$ cat config.mk
export PLATFORM = sky130hd
export DESIGN_NAME = led_channel_current_pwm_ctrl
export DESIGN_NICKNAME = d
export VERILOG_FILES = /design/src/shared/led_pwm_pkg.sv /design/src/shared/pwm_timebase_if.sv /design/src/pwm_timebase.sv /design/src/led_channel_current_pwm_ctrl.sv
export SDC_FILE = /design/constraint.sdc
export NUM_CORES = 1
export LEC_CHECK = 0
export BUFFER_PORTS_ARGS = -buffer_cell sky130_fd_sc_hd__buf_2
export CELL_PAD_IN_SITES_DETAIL_PLACEMENT = 1
export CELL_PAD_IN_SITES_GLOBAL_PLACEMENT = 1
export CORE_MARGIN = 5
export CORE_UTILIZATION = 30
export DETAILED_ROUTE_END_ITERATION = 10
export PLACE_DENSITY_LB_ADDON = 0.3
export SLEW_MARGIN = 15
export SYNTH_ARGS = -nofsm -noshare
export SYNTH_HDL_FRONTEND = slang
export SYNTH_SLANG_ARGS = --single-unit
export TNS_END_PERCENT = 5
$ cat constraint.sdc
create_clock -name CLOCK -period 28.6 [get_ports CLOCK]
set_input_delay 2.86 -clock CLOCK [delete_from_list [all_inputs] [get_ports CLOCK]]
set_output_delay 2.86 -clock CLOCK [all_outputs]
set_load 0.02 [all_outputs]
$ cat src/shared/led_pwm_pkg.sv
// Function
// - scale codes 10h-13h on, 00h-0Fh off
// - twelve control registers, first is output one
// - global disable bit forces all outputs off
// - frequency bit picks 24 kHz or 3.6 kHz
// - zero write to reset register restores defaults
// - power-up reset loads defaults, outputs dark
// - each channel has 8-bit 256-step duty
// - duty value equals on-steps per period
// - each channel scale set independently
// - duty and control shadowed until update write
// - average current is scale times duty/256
// - sleep bit low switches all outputs off
package led_pwm_pkg;
	// register map
	localparam logic [7:0] ADDR_SLEEP      = 8'h00;
	localparam logic [7:0] ADDR_DUTY_FIRST = 8'h04;
	localparam logic [7:0] ADDR_UPDATE     = 8'h13;
	localparam logic [7:0] ADDR_CTRL_FIRST = 8'h17;
	localparam logic [7:0] ADDR_GLOBAL     = 8'h26;
	localparam logic [7:0] ADDR_FREQ       = 8'h27;
	localparam logic [7:0] ADDR_RESET      = 8'h2f;
	// trigger value for update and reset writes
	localparam logic [7:0] TRIGGER_CODE = 8'h00;
	// defaults of every register
	localparam logic [7:0] DUTY_DEFAULT = 8'h00;
	localparam logic [5:0] CTRL_DEFAULT = 6'h00;
	localparam logic       FLAG_DEFAULT = 1'b0;
	// field layout
	localparam int FLAG_BIT = 0;
	localparam int CTRL_MSB = 5;
	// current scale codes
	localparam logic [5:0] SCALE_FULL = 6'h10;
	localparam logic [5:0] SCALE_SEVEN = 6'h13;
	localparam logic [1:0] LEVEL_OFF = 2'h0;
	// timing
	localparam longint CLK_HZ      = 100_000_000;
	localparam longint PWM_FAST_HZ = 24000;
	localparam longint PWM_SLOW_HZ = 3600;
	localparam longint PWM_STEPS   = 256;
	localparam logic [7:0] FAST_DIV = 8'(CLK_HZ / (PWM_FAST_HZ * PWM_STEPS));
	localparam logic [7:0] SLOW_DIV = 8'(CLK_HZ / (PWM_SLOW_HZ * PWM_STEPS));
	localparam logic [7:0] COUNT_LAST = 8'hff;

	// legal on code test
	function automatic logic is_on(input logic [5:0] code);
		return (code >= SCALE_FULL) && (code <= SCALE_SEVEN);
	endfunction
endpackage

$ cat src/shared/pwm_timebase_if.sv
`timescale 1ns/1ns
// shared pwm timebase between register logic and counter
interface pwm_timebase_if;
	logic       freq_sel;     // 0 fast, 1 slow
	logic [7:0] count;        // shared step counter
	logic       tick;         // one pulse per step
	logic       period_start; // pulse at count wrap
	modport gen (input freq_sel, output count, output tick, output period_start);
	modport use_side (output freq_sel, input count, input tick, input period_start);
endinterface

$ cat src/pwm_timebase.sv
`timescale 1ns/1ns
module pwm_timebase (
	input  wire logic   CLOCK,
	input  wire logic   RST,
	pwm_timebase_if.gen tb
);
	logic [7:0] div_r;   // prescaler
	logic [7:0] count_r; // step counter
	logic [7:0] limit;   // prescale length
	logic       tick;    // step boundary
	logic [7:0] gap_r;   // helper: cycles since tick

	////////////////////////////////////////////////////////////////////////
	// prescaler sized by selected frequency
	assign limit = tb.freq_sel ? led_pwm_pkg::SLOW_DIV : led_pwm_pkg::FAST_DIV;
	assign tick  = (div_r >= limit - 8'h01);

	// prescale divider
	always_ff @(posedge CLOCK) begin
		if (RST)
			div_r <= 8'h00;
		else if (tick)
			div_r <= 8'h00;
		else
			div_r <= div_r + 8'h01;
	end

	// one counter for every channel
	always_ff @(posedge CLOCK) begin
		if (RST)
			count_r <= 8'h00;
		else if (tick)
			count_r <= count_r + 8'h01;
	end

	assign tb.count        = count_r;
	assign tb.tick         = tick;
	assign tb.period_start = tick && (count_r == led_pwm_pkg::COUNT_LAST);

	////////////////////////////////////////////////////////////////////////
	// helper gap counter for step spacing
	always_ff @(posedge CLOCK) begin
		if (RST || tick)
			gap_r <= 8'h00;
		else
			gap_r <= gap_r + 8'h01;
	end

	a_fast_step: assert property (@(posedge CLOCK) disable iff (RST)
		(tick && !tb.freq_sel && $stable(tb.freq_sel) && !$past(RST))
		|-> gap_r == led_pwm_pkg::FAST_DIV - 8'h01)
		else $error("fast step spacing wrong");
	a_count_advance: assert property (@(posedge CLOCK) disable iff (RST)
		tick |=> count_r == $past(count_r) + 8'h01)
		else $error("counter did not advance");
	c_slow_period: cover property (@(posedge CLOCK) disable iff (RST)
		tb.freq_sel && tb.period_start);
endmodule // pwm_timebase

$ cat src/led_channel_current_pwm_ctrl.sv
`timescale 1ns/1ns
module led_channel_current_pwm_ctrl #(
	parameter int NUM_CH = 12 // channel count
) (
	input  wire logic                CLOCK,
	input  wire logic                RST,
	input  wire logic                WR_STROBE,
	input  wire logic [7:0]          WR_ADDR,
	input  wire logic [7:0]          WR_DATA,
	output logic [NUM_CH-1:0]        LED_SINK_OUTPUTS,
	output logic [2*NUM_CH-1:0]      CURRENT_SCALE_CODE,
	output logic                     PWM_FREQ_SEL
);
	////////////////////////////////////////////////////////////////////////
	// elaboration check: channel span fixed by the map
	if (NUM_CH < 1 || NUM_CH > 12) begin : g_bad_ch
		$error("NUM_CH must be 1 to 12");
	end

	////////////////////////////////////////////////////////////////////////
	// storage
	logic [7:0] duty_sh_r [NUM_CH]; // shadow duty
	logic [5:0] ctrl_sh_r [NUM_CH]; // shadow scale code
	logic [7:0] duty_r    [NUM_CH]; // live duty
	logic [5:0] ctrl_r    [NUM_CH]; // live scale code
	logic       soft_sleep_n_r;     // 0 sleeps, 1 runs
	logic       global_off_r;       // 1 forces dark
	logic       pwm_freq_sel_r;     // 0 fast, 1 slow
	logic [NUM_CH-1:0]   led_r;     // registered sinks
	logic [2*NUM_CH-1:0] scale_r;   // registered scale

	// decoded writes
	logic wr_sleep;  // sleep register write
	logic wr_global; // global disable write
	logic wr_freq;   // frequency write
	logic wr_update; // update trigger
	logic wr_reset;  // soft reset trigger
	logic run;       // all gates open

	pwm_timebase_if tbi ();

	////////////////////////////////////////////////////////////////////////
	// channel index from address, range checked
	function automatic logic in_bank(input logic [7:0] a, input logic [7:0] base);
		return (a >= base) && (a < base + 8'(NUM_CH));
	endfunction

	function automatic int bank_idx(input logic [7:0] a, input logic [7:0] base);
		return int'(a - base);
	endfunction

	////////////////////////////////////////////////////////////////////////
	// single register decode
	assign wr_sleep  = WR_STROBE && (WR_ADDR == led_pwm_pkg::ADDR_SLEEP);
	assign wr_global = WR_STROBE && (WR_ADDR == led_pwm_pkg::ADDR_GLOBAL);
	assign wr_freq   = WR_STROBE && (WR_ADDR == led_pwm_pkg::ADDR_FREQ);
	// only an all-zero write triggers
	assign wr_update = WR_STROBE && (WR_ADDR == led_pwm_pkg::ADDR_UPDATE)
		&& (WR_DATA == led_pwm_pkg::TRIGGER_CODE);
	assign wr_reset  = WR_STROBE && (WR_ADDR == led_pwm_pkg::ADDR_RESET)
		&& (WR_DATA == led_pwm_pkg::TRIGGER_CODE);

	////////////////////////////////////////////////////////////////////////
	// sleep flag, retains channel data while low
	always_ff @(posedge CLOCK) begin
		if (RST || wr_reset)
			soft_sleep_n_r <= led_pwm_pkg::FLAG_DEFAULT;
		else if (wr_sleep)
			soft_sleep_n_r <= WR_DATA[led_pwm_pkg::FLAG_BIT];
	end

	// global disable flag
	always_ff @(posedge CLOCK) begin
		if (RST || wr_reset)
			global_off_r <= led_pwm_pkg::FLAG_DEFAULT;
		else if (wr_global)
			global_off_r <= WR_DATA[led_pwm_pkg::FLAG_BIT];
	end

	// frequency select, applies to all channels
	always_ff @(posedge CLOCK) begin
		if (RST || wr_reset)
			pwm_freq_sel_r <= led_pwm_pkg::FLAG_DEFAULT;
		else if (wr_freq)
			pwm_freq_sel_r <= WR_DATA[led_pwm_pkg::FLAG_BIT];
	end

	////////////////////////////////////////////////////////////////////////
	// shadow duty: host may rewrite any time
	always_ff @(posedge CLOCK) begin
		if (RST || wr_reset) begin
			for (int i = 0; i < NUM_CH; i++)
				duty_sh_r[i] <= led_pwm_pkg::DUTY_DEFAULT;
		end else if (WR_STROBE && in_bank(WR_ADDR, led_pwm_pkg::ADDR_DUTY_FIRST)) begin
			duty_sh_r[bank_idx(WR_ADDR, led_pwm_pkg::ADDR_DUTY_FIRST)] <= WR_DATA;
		end
	end

	// shadow scale code: one register per output, in order
	always_ff @(posedge CLOCK) begin
		if (RST || wr_reset) begin
			for (int i = 0; i < NUM_CH; i++)
				ctrl_sh_r[i] <= led_pwm_pkg::CTRL_DEFAULT;
		end else if (WR_STROBE && in_bank(WR_ADDR, led_pwm_pkg::ADDR_CTRL_FIRST)) begin
			ctrl_sh_r[bank_idx(WR_ADDR, led_pwm_pkg::ADDR_CTRL_FIRST)]
				<= WR_DATA[led_pwm_pkg::CTRL_MSB:0];
		end
	end

	////////////////////////////////////////////////////////////////////////
	// live copies load only on update trigger
	always_ff @(posedge CLOCK) begin
		if (RST || wr_reset) begin
			for (int i = 0; i < NUM_CH; i++) begin
				duty_r[i] <= led_pwm_pkg::DUTY_DEFAULT;
				ctrl_r[i] <= led_pwm_pkg::CTRL_DEFAULT;
			end
		end else if (wr_update) begin
			for (int i = 0; i < NUM_CH; i++) begin
				duty_r[i] <= duty_sh_r[i];
				ctrl_r[i] <= ctrl_sh_r[i];
			end
		end
	end

	////////////////////////////////////////////////////////////////////////
	// shared timebase
	assign tbi.freq_sel = pwm_freq_sel_r;

	pwm_timebase u_timebase (
		.CLOCK (CLOCK),
		.RST   (RST),
		.tb    (tbi.gen)
	);

	////////////////////////////////////////////////////////////////////////
	// output gating
	assign run = soft_sleep_n_r && !global_off_r;

	// sinks conduct for duty steps of each period
	always_ff @(posedge CLOCK) begin
		if (RST) begin
			led_r <= '0;
		end else begin
			for (int i = 0; i < NUM_CH; i++)
				led_r[i] <= run && led_pwm_pkg::is_on(ctrl_r[i])
					&& (tbi.count < duty_r[i]);
		end
	end

	// active current scale, zero when off
	always_ff @(posedge CLOCK) begin
		if (RST) begin
			scale_r <= '0;
		end else begin
			for (int i = 0; i < NUM_CH; i++)
				scale_r[2*i +: 2] <= led_pwm_pkg::is_on(ctrl_r[i])
					? ctrl_r[i][1:0] : led_pwm_pkg::LEVEL_OFF;
		end
	end

	assign LED_SINK_OUTPUTS   = led_r;
	assign CURRENT_SCALE_CODE = scale_r;
	assign PWM_FREQ_SEL       = pwm_freq_sel_r;

	////////////////////////////////////////////////////////////////////////
	// checks
	a_sleep_dark: assert property (@(posedge CLOCK) disable iff (RST)
		!soft_sleep_n_r |=> LED_SINK_OUTPUTS == '0)
		else $error("output lit while asleep");

	a_global_dark: assert property (@(posedge CLOCK) disable iff (RST)
		global_off_r |=> LED_SINK_OUTPUTS == '0)
		else $error("output lit while globally off");

	a_reset_dark: assert property (@(posedge CLOCK)
		RST |=> (LED_SINK_OUTPUTS == '0) && !soft_sleep_n_r && (duty_r[0] == 8'h00))
		else $error("reset left state not default");

	a_soft_reset: assert property (@(posedge CLOCK) disable iff (RST)
		wr_reset |=> !soft_sleep_n_r && !global_off_r && !pwm_freq_sel_r
			&& (duty_sh_r[0] == 8'h00) && (ctrl_r[0] == 6'h00))
		else $error("soft reset missed a register");

	a_shadow_hold: assert property (@(posedge CLOCK) disable iff (RST)
		!wr_update && !wr_reset |=> (duty_r[0] == $past(duty_r[0]))
			&& (ctrl_r[0] == $past(ctrl_r[0])))
		else $error("live value changed without update");

	a_update_load: assert property (@(posedge CLOCK) disable iff (RST)
		wr_update |=> (duty_r[0] == $past(duty_sh_r[0]))
			&& (ctrl_r[0] == $past(ctrl_sh_r[0])))
		else $error("update did not load shadow");

	a_ctrl_last: assert property (@(posedge CLOCK) disable iff (RST)
		WR_STROBE && (WR_ADDR == led_pwm_pkg::ADDR_CTRL_FIRST + 8'(NUM_CH-1))
		|=> ctrl_sh_r[NUM_CH-1] == $past(WR_DATA[5:0]))
		else $error("last control register misplaced");

	a_duty_step: assert property (@(posedge CLOCK) disable iff (RST)
		run && led_pwm_pkg::is_on(ctrl_r[0])
		|=> LED_SINK_OUTPUTS[0] == ($past(tbi.count) < $past(duty_r[0])))
		else $error("channel 0 on-time wrong");

	a_illegal_off: assert property (@(posedge CLOCK) disable iff (RST)
		!led_pwm_pkg::is_on(ctrl_r[0])
		|=> !LED_SINK_OUTPUTS[0] && (scale_r[1:0] == led_pwm_pkg::LEVEL_OFF))
		else $error("off code lit channel 0");

	////////////////////////////////////////////////////////////////////////
	// register write checks

	// written flags reach their registers at the next edge
	a_sleep_write: assert property (@(posedge CLOCK) disable iff (RST)
		wr_sleep |=> soft_sleep_n_r == $past(WR_DATA[led_pwm_pkg::FLAG_BIT]))
		else $error("sleep bit not taken");

	a_global_write: assert property (@(posedge CLOCK) disable iff (RST)
		wr_global |=> global_off_r == $past(WR_DATA[led_pwm_pkg::FLAG_BIT]))
		else $error("global disable bit not taken");

	// the frequency pin shows the written bit from the next edge
	a_freq_write: assert property (@(posedge CLOCK) disable iff (RST)
		wr_freq |=> PWM_FREQ_SEL == $past(WR_DATA[led_pwm_pkg::FLAG_BIT]))
		else $error("frequency bit not taken");

	// a reset register write with nonzero data changes nothing
	a_reset_refused: assert property (@(posedge CLOCK) disable iff (RST)
		WR_STROBE && (WR_ADDR == led_pwm_pkg::ADDR_RESET) && !wr_reset
		|=> $stable(soft_sleep_n_r) && $stable(global_off_r) && $stable(pwm_freq_sel_r)
			&& (duty_sh_r[0] == $past(duty_sh_r[0])) && (ctrl_r[0] == $past(ctrl_r[0])))
		else $error("refused reset changed state");

	// first address of the duty bank lands in channel 0
	a_duty_first: assert property (@(posedge CLOCK) disable iff (RST)
		WR_STROBE && (WR_ADDR == led_pwm_pkg::ADDR_DUTY_FIRST)
		|=> duty_sh_r[0] == $past(WR_DATA))
		else $error("first duty register misplaced");

	// the last duty address lands in the last channel
	a_duty_last: assert property (@(posedge CLOCK) disable iff (RST)
		WR_STROBE && (WR_ADDR == led_pwm_pkg::ADDR_DUTY_FIRST + 8'(NUM_CH-1))
		|=> duty_sh_r[NUM_CH-1] == $past(WR_DATA))
		else $error("last duty register misplaced");

	// first address of the control bank lands in channel 0
	a_ctrl_first: assert property (@(posedge CLOCK) disable iff (RST)
		WR_STROBE && (WR_ADDR == led_pwm_pkg::ADDR_CTRL_FIRST)
		|=> ctrl_sh_r[0] == $past(WR_DATA[led_pwm_pkg::CTRL_MSB:0]))
		else $error("first control register misplaced");

	// asleep with no writes, stored values stay put
	a_sleep_keep: assert property (@(posedge CLOCK) disable iff (RST)
		!soft_sleep_n_r && !WR_STROBE
		|=> (duty_sh_r[0] == $past(duty_sh_r[0])) && (duty_r[0] == $past(duty_r[0])))
		else $error("contents lost while asleep");

	// a legal live code drives its low bits onto the scale output
	a_scale_legal: assert property (@(posedge CLOCK) disable iff (RST)
		led_pwm_pkg::is_on(ctrl_r[0]) |=> scale_r[1:0] == $past(ctrl_r[0][1:0]))
		else $error("scale code wrong on channel 0");

	// the shared counter moves only on a step tick
	a_count_hold: assert property (@(posedge CLOCK) disable iff (RST)
		!tbi.tick |=> tbi.count == $past(tbi.count))
		else $error("counter moved between steps");

	// every period starts from step zero for all channels
	a_period_wrap: assert property (@(posedge CLOCK) disable iff (RST)
		tbi.period_start |=> tbi.count == '0)
		else $error("counter did not wrap at period start");

	////////////////////////////////////////////////////////////////////////
	// per-channel checks, one set for every output
	for (genvar g = 0; g < NUM_CH; g++) begin : g_chan_chk
		// on-time follows the shared count and the live duty
		a_chan_step: assert property (@(posedge CLOCK) disable iff (RST)
			run && led_pwm_pkg::is_on(ctrl_r[g])
			|=> LED_SINK_OUTPUTS[g] == ($past(tbi.count) < $past(duty_r[g])))
			else $error("channel on-time wrong");

		// sleep, global disable and off codes keep the sink dark
		a_chan_dark: assert property (@(posedge CLOCK) disable iff (RST)
			!run || !led_pwm_pkg::is_on(ctrl_r[g]) |=> !LED_SINK_OUTPUTS[g])
			else $error("channel lit while off");

		// off codes report the off level on the scale output
		a_chan_scale: assert property (@(posedge CLOCK) disable iff (RST)
			!led_pwm_pkg::is_on(ctrl_r[g])
			|=> CURRENT_SCALE_CODE[2*g +: 2] == led_pwm_pkg::LEVEL_OFF)
			else $error("off channel shows a scale");

		// live values move only on update or reset
		a_chan_hold: assert property (@(posedge CLOCK) disable iff (RST)
			!wr_update && !wr_reset
			|=> (duty_r[g] == $past(duty_r[g])) && (ctrl_r[g] == $past(ctrl_r[g])))
			else $error("live value changed without update");

		// update copies every shadow at once
		a_chan_load: assert property (@(posedge CLOCK) disable iff (RST)
			wr_update
			|=> (duty_r[g] == $past(duty_sh_r[g])) && (ctrl_r[g] == $past(ctrl_sh_r[g])))
			else $error("update missed a channel");
	end

	c_update: cover property (@(posedge CLOCK) disable iff (RST) wr_update);
	c_light: cover property (@(posedge CLOCK) disable iff (RST) $rose(LED_SINK_OUTPUTS[0]));
	c_soft_reset: cover property (@(posedge CLOCK) disable iff (RST) wr_reset && run);
	c_all_on: cover property (@(posedge CLOCK) disable iff (RST) &LED_SINK_OUTPUTS);
endmodule // led_channel_current_pwm_ctrl

==> results_dict.tcl, run 1 <==
set metrics [dict create \
    wl_per_cell_microns 19.7 \
    die_area_sq_mm 0.0615 \
    power.net_switching_mw 0.268 \
    slew_headroom 0.195 \
    overflow 0 \
    setup_slack_ps 22490 \
    dp.cells 2101 \
    synth_top_area_frac 0.594 \
    reg2reg_to "LED_SINK_OUTPUTS[3]" \
    syn_inst 1330 \
    synth_edf_count 336 \
    syn-num-nets 1438 \
    hpwl_microns 28300 \
    leakagePower_nw 7.59 \
    area_delta_synth_final_pct 14.8 \
    place_area_sq_mm 0.0181 \
    tightest_slew_ps 1200 \
    p_int_mw 0.961 \
    antenna_found_initial 1 \
    outcome "complete, no violations" \
    htreeDepth 2 \
    fmax_ghz 0.164 \
    instances_no_fill 2185 \
    clockRootBuffer "clkbuf_16" \
    r2r_setup_slack_ps 26470 \
    ys_seq_area_frac 0.658 \
    drc 0 \
    rsz0062_at_grt "no" \
    worstSetupPathDepth 6 \
    critPathLaunch "WR_DATA[7]" \
    crit_arrival_ps 6300 \
    die_y_microns 248 \
    clk-insertion-delay-late_ps 580 \
    power.density_mw_per_mm2 63.0 \
    cts.sinks 391 \
    seqPwrFrac 0.523 \
    coreArea_sq_mm 0.0563 \
    slowest_delay_ps 930 \
    critPathCapture "duty_r[3][3]" \
    period_share 0.214 \
    ys_warn_count 0 \
    synth_area_sq_mm 0.0170 \
    die_w_microns 248 \
    grt_pass1_vias 10800 \
    clock_power_share 0.442 \
    cp_cell_sequence "buf_2 -> nor4_2 -> nand4_1 -> o21ai_4 -> buf_4 -> buf_4" \
    finalSetupTns_ps 0 \
    r2r_start "u_timebase.tb.count[1]" \
    routabilityCongestion 0.782 \
    nets 1500 \
    irDropWorstVdd_uv 40.2 \
    drive_above_1_share 0.115 \
    start_util 0.302 \
    setup_viol 0 \
    cp_top_family "buffers and inverters" \
    cap_violations 0 \
    cts_buffer_depth 3 \
    place_ws_ps 21860 \
    cp_common_cell "buf_4" \
    slew_violations 0 \
    final-hold-violation-count 0 \
    avgViaCountPerCell 4.69 \
    first_pass_iters 5 \
    avgSynthCellArea_sq_um 12.8 \
    grt_pass1_wl_microns 65300 \
    async_flop_share 0 \
    grt_max_degree 117 \
    pin_count 56 \
    cts_tree "built" \
    worstPathRequired_ps 28790 \
    critical_path_class "in2reg" \
    ys_ff_latch 391 \
    critPathBufInv 3 \
    ctsHoldBuffers 0 \
    start_kind "input pin" \
    synth.distinct_cells 45 \
    clk_pin_slew_ps 50 \
    fin_util 0.347 \
    cp_max_fo 84 \
    worst_setup_path_end_kind "flip-flop" \
    cts_setup_buffers 0 \
    skew_ps 18.0 \
    finalCriticalPeriod_ps 6110 \
    place.port_buffers 55 \
    cp_slowest_cell "buf_4" \
    finalInstanceArea_sq_mm 0.0195 \
    sw_frac_of_total 0.218 \
    num-fill-cells 5995 \
    r2r_cells 5 \
    drt-initial-drc-count 695 \
    ctsResizeCount 0 \
    synth_area_leaders "edfxtp_1 59%, and2_1 7.3%, ha_1 6.6%, dfxtp_1 6.5%, nor3_1 2.9%" \
    hp-class "reg2reg" \
    combPwrFrac 0.035 \
    antenna_cells 0 \
    yosys.area.top_type "edfxtp_1" \
    ant_nets 0 \
    ys.flop_type "edfxtp_1" \
    vias 10300 \
    grt_usage 0.142 \
    wl_microns 42900 \
    num_rows 87 \
    numCtsBuffers 45 \
]
[flip-flops by register name, summed over array words and instances (netlist names)]
name,count
duty_r,96
duty_sh_r,96
ctrl_r,72
ctrl_sh_r,72
CURRENT_SCALE_CODE,24
LED_SINK_OUTPUTS,12
u_timebase.div_r,8
u_timebase.tb.count,8
PWM_FREQ_SEL,1
global_off_r,1
soft_sleep_n_r,1
[kinds of logic after synthesis]
logic type | Yosys count | synth area share
flip-flops | 391 | 0.658
XOR/XNOR | 7 | 0.00361
AND/OR/NAND/NOR | 555 | 0.181
buffers and inverters | 171 | 0.0429
AO/OA/AOI/OAI | 109 | 0.0442
adder cells (fa/ha/maj) | 89 | 0.0655
multiplexers | 8 | 0.00493
[power groups by stage]
| stage | Sequential (mW) | Combinational [mW] | Clock, mW |
|---|---|---|---|
| after global placement | 0.654 | 0.0426 | 0 |
| after global routing | 0.644 | 0.0478 | 0.586 |
| final | 0.643 | 0.0433 | 0.544 |
| after CTS | 0.643 | 0.0439 | 0.560 |
| after floorplan | 0.658 | 0.0255 | 0 |
| after detailed placement | 0.655 | 0.0436 | 0 |
[how the worst min path moves through the flow]
stage	start	end	slack [ps]	depth (start not counted)
6_report	u_timebase.div_r[0]	u_timebase.div_r[0]	440	1
5_1_grt	ctrl_r[0][31]	CURRENT_SCALE_CODE[11]	470	1
4_1_cts	u_timebase.div_r[0]	u_timebase.div_r[0]	440	1
3_5_place_dp	ctrl_r[0][31]	CURRENT_SCALE_CODE[11]	430	1
3_3_place_gp	u_timebase.div_r[0]	u_timebase.div_r[0]	420	1
2_1_floorplan	u_timebase.div_r[0]	u_timebase.div_r[0]	410	1
[stage by stage]
step | hold slack (ps) | power (mW)
2_1_floorplan | 413 | 0.684
3_3_place_gp | 424 | 0.697
3_5_place_dp | 432 | 0.699
4_1_cts | 445 | 1.25
5_1_grt | 472 | 1.28
6_report | 439 | 1.23
[placed cells by master (no fill, tap or decap), types with 4 or more instances in the layout]
master     synthesis  routed
mux2i_1            5       5
and3_1            23      23
clkbuf_1          46      17
clkinv_2           0      10
nand4_1           18      18
nand2_1           32      32
and2_1           198     198
o211ai_1          12      12
ha_1              89      89
nor4_1            26      24
xor2_1             4       4
nor4_2             2       4
dfxtp_1           55      55
inv_1            104     104
nand3_1            8       8
buf_2              4      55
nor3_1            99      99
a21o_1            25      25
o21ai_0           20      14
buf_4              0      27
a21oi_1           25      24
nand2b_1          28      28
clkbuf_16          0      45
o31ai_1            6       6
nor2b_1           11      11
a211o_1           11      11
o21ai_1            0       5
nor2_1            95      94
edfxtp_1         336     336
clkinv_1           0       4
[routing by layer]
metal / track usage / share of wire
met5: 0 / 0
met1: 0.187 / 0.44
met2: 0.234 / 0.48
met4: 0.0552 / 0.034
met3: 0.0240 / 0.046
[synth_stat cells (4+ instances only)]
cell and number:
a21oi_1 25, clkbuf_1 46, inv_1 104, nor4_1 26, buf_2 4, dfxtp_1 55, xor2_1 4, nand4_1 18
o21ai_0 20, and2_1 198, nand2b_1 28, buf_6 11, ha_1 89, o211ai_1 12, mux2i_1 5, a21o_1 25
buf_1 6, edfxtp_1 336, a211o_1 11, nand2_1 32, and3_1 23, nor2b_1 11, nor2_1 95, nand3_1 8
o31ai_1 6, nor3_1 99
[cell type report]
| cell class | instances | area [sq um] | share of cell area |
|---|---|---|---|
| clock buffers | 63 | 1200 | 0.0617 |
| clock inverters | 21 | 181 | 0.00930 |
| inverters | 104 | 390 | 0.0200 |
| multi-input cells | 768 | 5130 | 0.263 |
| flip-flops and latches | 391 | 11200 | 0.573 |
| well taps | 756 | 946 | 0.0485 |
| repair buffers | 82 | 478 | 0.0245 |
No activity file was read; power rests on OpenSTA's default activity.
==> inputs of run 2 (changes only) <==
==> constraint.sdc (replaced) <==
create_clock -name CLOCK -period 5.1 [get_ports CLOCK]
set_input_delay 0.51 -clock CLOCK [delete_from_list [all_inputs] [get_ports CLOCK]]
set_output_delay 0.51 -clock CLOCK [all_outputs]
set_load 0.02 [all_outputs]
==> results_dict.tcl, run 2 (same netlist as run 1, synthesis figures left out) <==
set metrics [dict create \
    outcome "complete, no violations" \
    power.density_mw_per_mm2 353 \
    clk-insertion-delay-late_ps 550 \
    fmax_ghz 0.333 \
    start_kind "input pin" \
    die_area_sq_mm 0.0615 \
    cp_slowest_cell "buf_4" \
    grt_usage 0.140 \
    hp-class "in2reg" \
    place_area_sq_mm 0.0181 \
    grt_pass1_wl_microns 65100 \
    tightest_slew_ps 1140 \
    worstPathRequired_ps 5260 \
    skew_ps 20.0 \
    drc 0 \
    nets 1492 \
    drt-initial-drc-count 581 \
    ctsHoldBuffers 0 \
    overflow 0 \
    slew_violations 0 \
    die_y_microns 248 \
    htreeDepth 2 \
    slew_headroom 0.235 \
    seq_area_sq_mm 0.0112 \
    rsz0062_at_grt "no" \
    top_regs "duty_r (96), duty_sh_r (96)" \
    critPathLaunch "WR_DATA[0]" \
    hpwl_microns 29200 \
    start_util 0.302 \
    cts_setup_buffers 0 \
    r2r_start "u_timebase.tb.count[5]" \
    layout_common_cells "336 x edfxtp_1, 198 x and2_1, 104 x inv_1" \
    final-hold-violation-count 0 \
    slowest_delay_ps 820 \
    vias 10200 \
    period_share 0.588 \
    min_from "WR_DATA[5]" \
    num-fill-cells 5982 \
    setup_viol 0 \
    critical_path_class "in2reg" \
    irDropWorstVdd_uv 219 \
    final_common_cell "edfxtp_1" \
    num_rows 87 \
    cts_buffer_depth 3 \
    worst_setup_path_end_kind "flip-flop" \
    antenna_found_initial 8 \
    finalInstanceArea_sq_mm 0.0195 \
    die_w_microns 248 \
    wl_per_cell_microns 19.7 \
    cp_max_fo 84 \
    finalCriticalPeriod_ps 3000 \
    ctsResizeCount 0 \
    grt_max_degree 109 \
    clk_pin_slew_ps 60 \
    ant_nets 0 \
    pin_count 56 \
    routabilityCongestion 0.792 \
    crit_arrival_ps 3150 \
    grt_pass1_vias 10700 \
    first_pass_iters 5 \
    cts.sinks 391 \
    clockRootBuffer "clkbuf_16" \
    cp_cell_sequence "buf_2 -> nor4_2 -> and3b_1 -> a21oi_4 -> o21ai_4 -> buf_4 -> buf_4" \
    drive_above_1_share 0.112 \
    leakagePower_nw 7.56 \
    multi_input_area_sq_mm 0.00513 \
    wl_microns 42900 \
    place.port_buffers 55 \
    numCtsBuffers 42 \
    area_delta_synth_final_pct 14.6 \
    coreArea_sq_mm 0.0563 \
    cts_tree "built" \
    avgViaCountPerCell 4.67 \
    cp_common_cell "buf_4" \
    finalSetupTns_ps 0 \
    cap_violations 0 \
]
==> run 2: worst max-delay path: cells and delay by family <==
kind	cells	cell delay (ps)
AOI/OAI and AO/OA	2	310
buffers and inverters	3	1320
and+or+nand+nor	2	850
==> run 2: worst paths after layout <==
check	to	slack, ps	cells after the start
min reg2reg	CURRENT_SCALE_CODE[2]	440	1
min	duty_sh_r[11][5]	390	2
max reg2reg	LED_SINK_OUTPUTS[2]	2640	6
max	duty_r[4][5]	2100	7
==> run 2: final cells by class <==
type                       count  area share
antenna                        3    0.000385
inverter                     104      0.0200
clock inverter                25      0.0127
multi-input combinational    768       0.264
tap                          756      0.0486
clock buffer                  53      0.0577
sequential                   391       0.574
timing repair buffer          77      0.0226
==> run 2: layer usage <==
metal / vias up / global-route usage / routed length, microns
met3: 85 / 0.0271 / 2080
met5: - / 0 / 32
li1: 4828 / - / -
met4: 6 / 0.0490 / 1420
met1: 5035 / 0.181 / 18700
met2: 208 / 0.238 / 20700
==> run 2: stage by stage <==
stage / util / hold slack (ps) / setup slack [ps] / std cells / total power, mW
5_1_grt: 0.346 / 385 / 1930 / 2174 / 7.14
3_5_place_dp: 0.321 / 428 / 1540 / 2096 / 3.92
3_3_place_gp: 0.321 / 424 / 1580 / 2096 / 3.91
6_report: 0.346 / 391 / 2100 / 2177 / 6.87
2_1_floorplan: - / 413 / 801 / 1330 / 3.81
4_1_cts: 0.346 / 355 / 2120 / 2174 / 6.96
==> run 2: power breakdown <==
group	leakage [nW]	switching, mW	internal [mW]
registers	3.83	0.0295	3.58
logic	3.06	0.189	0.0535
clock network	0.666	1.25	1.77
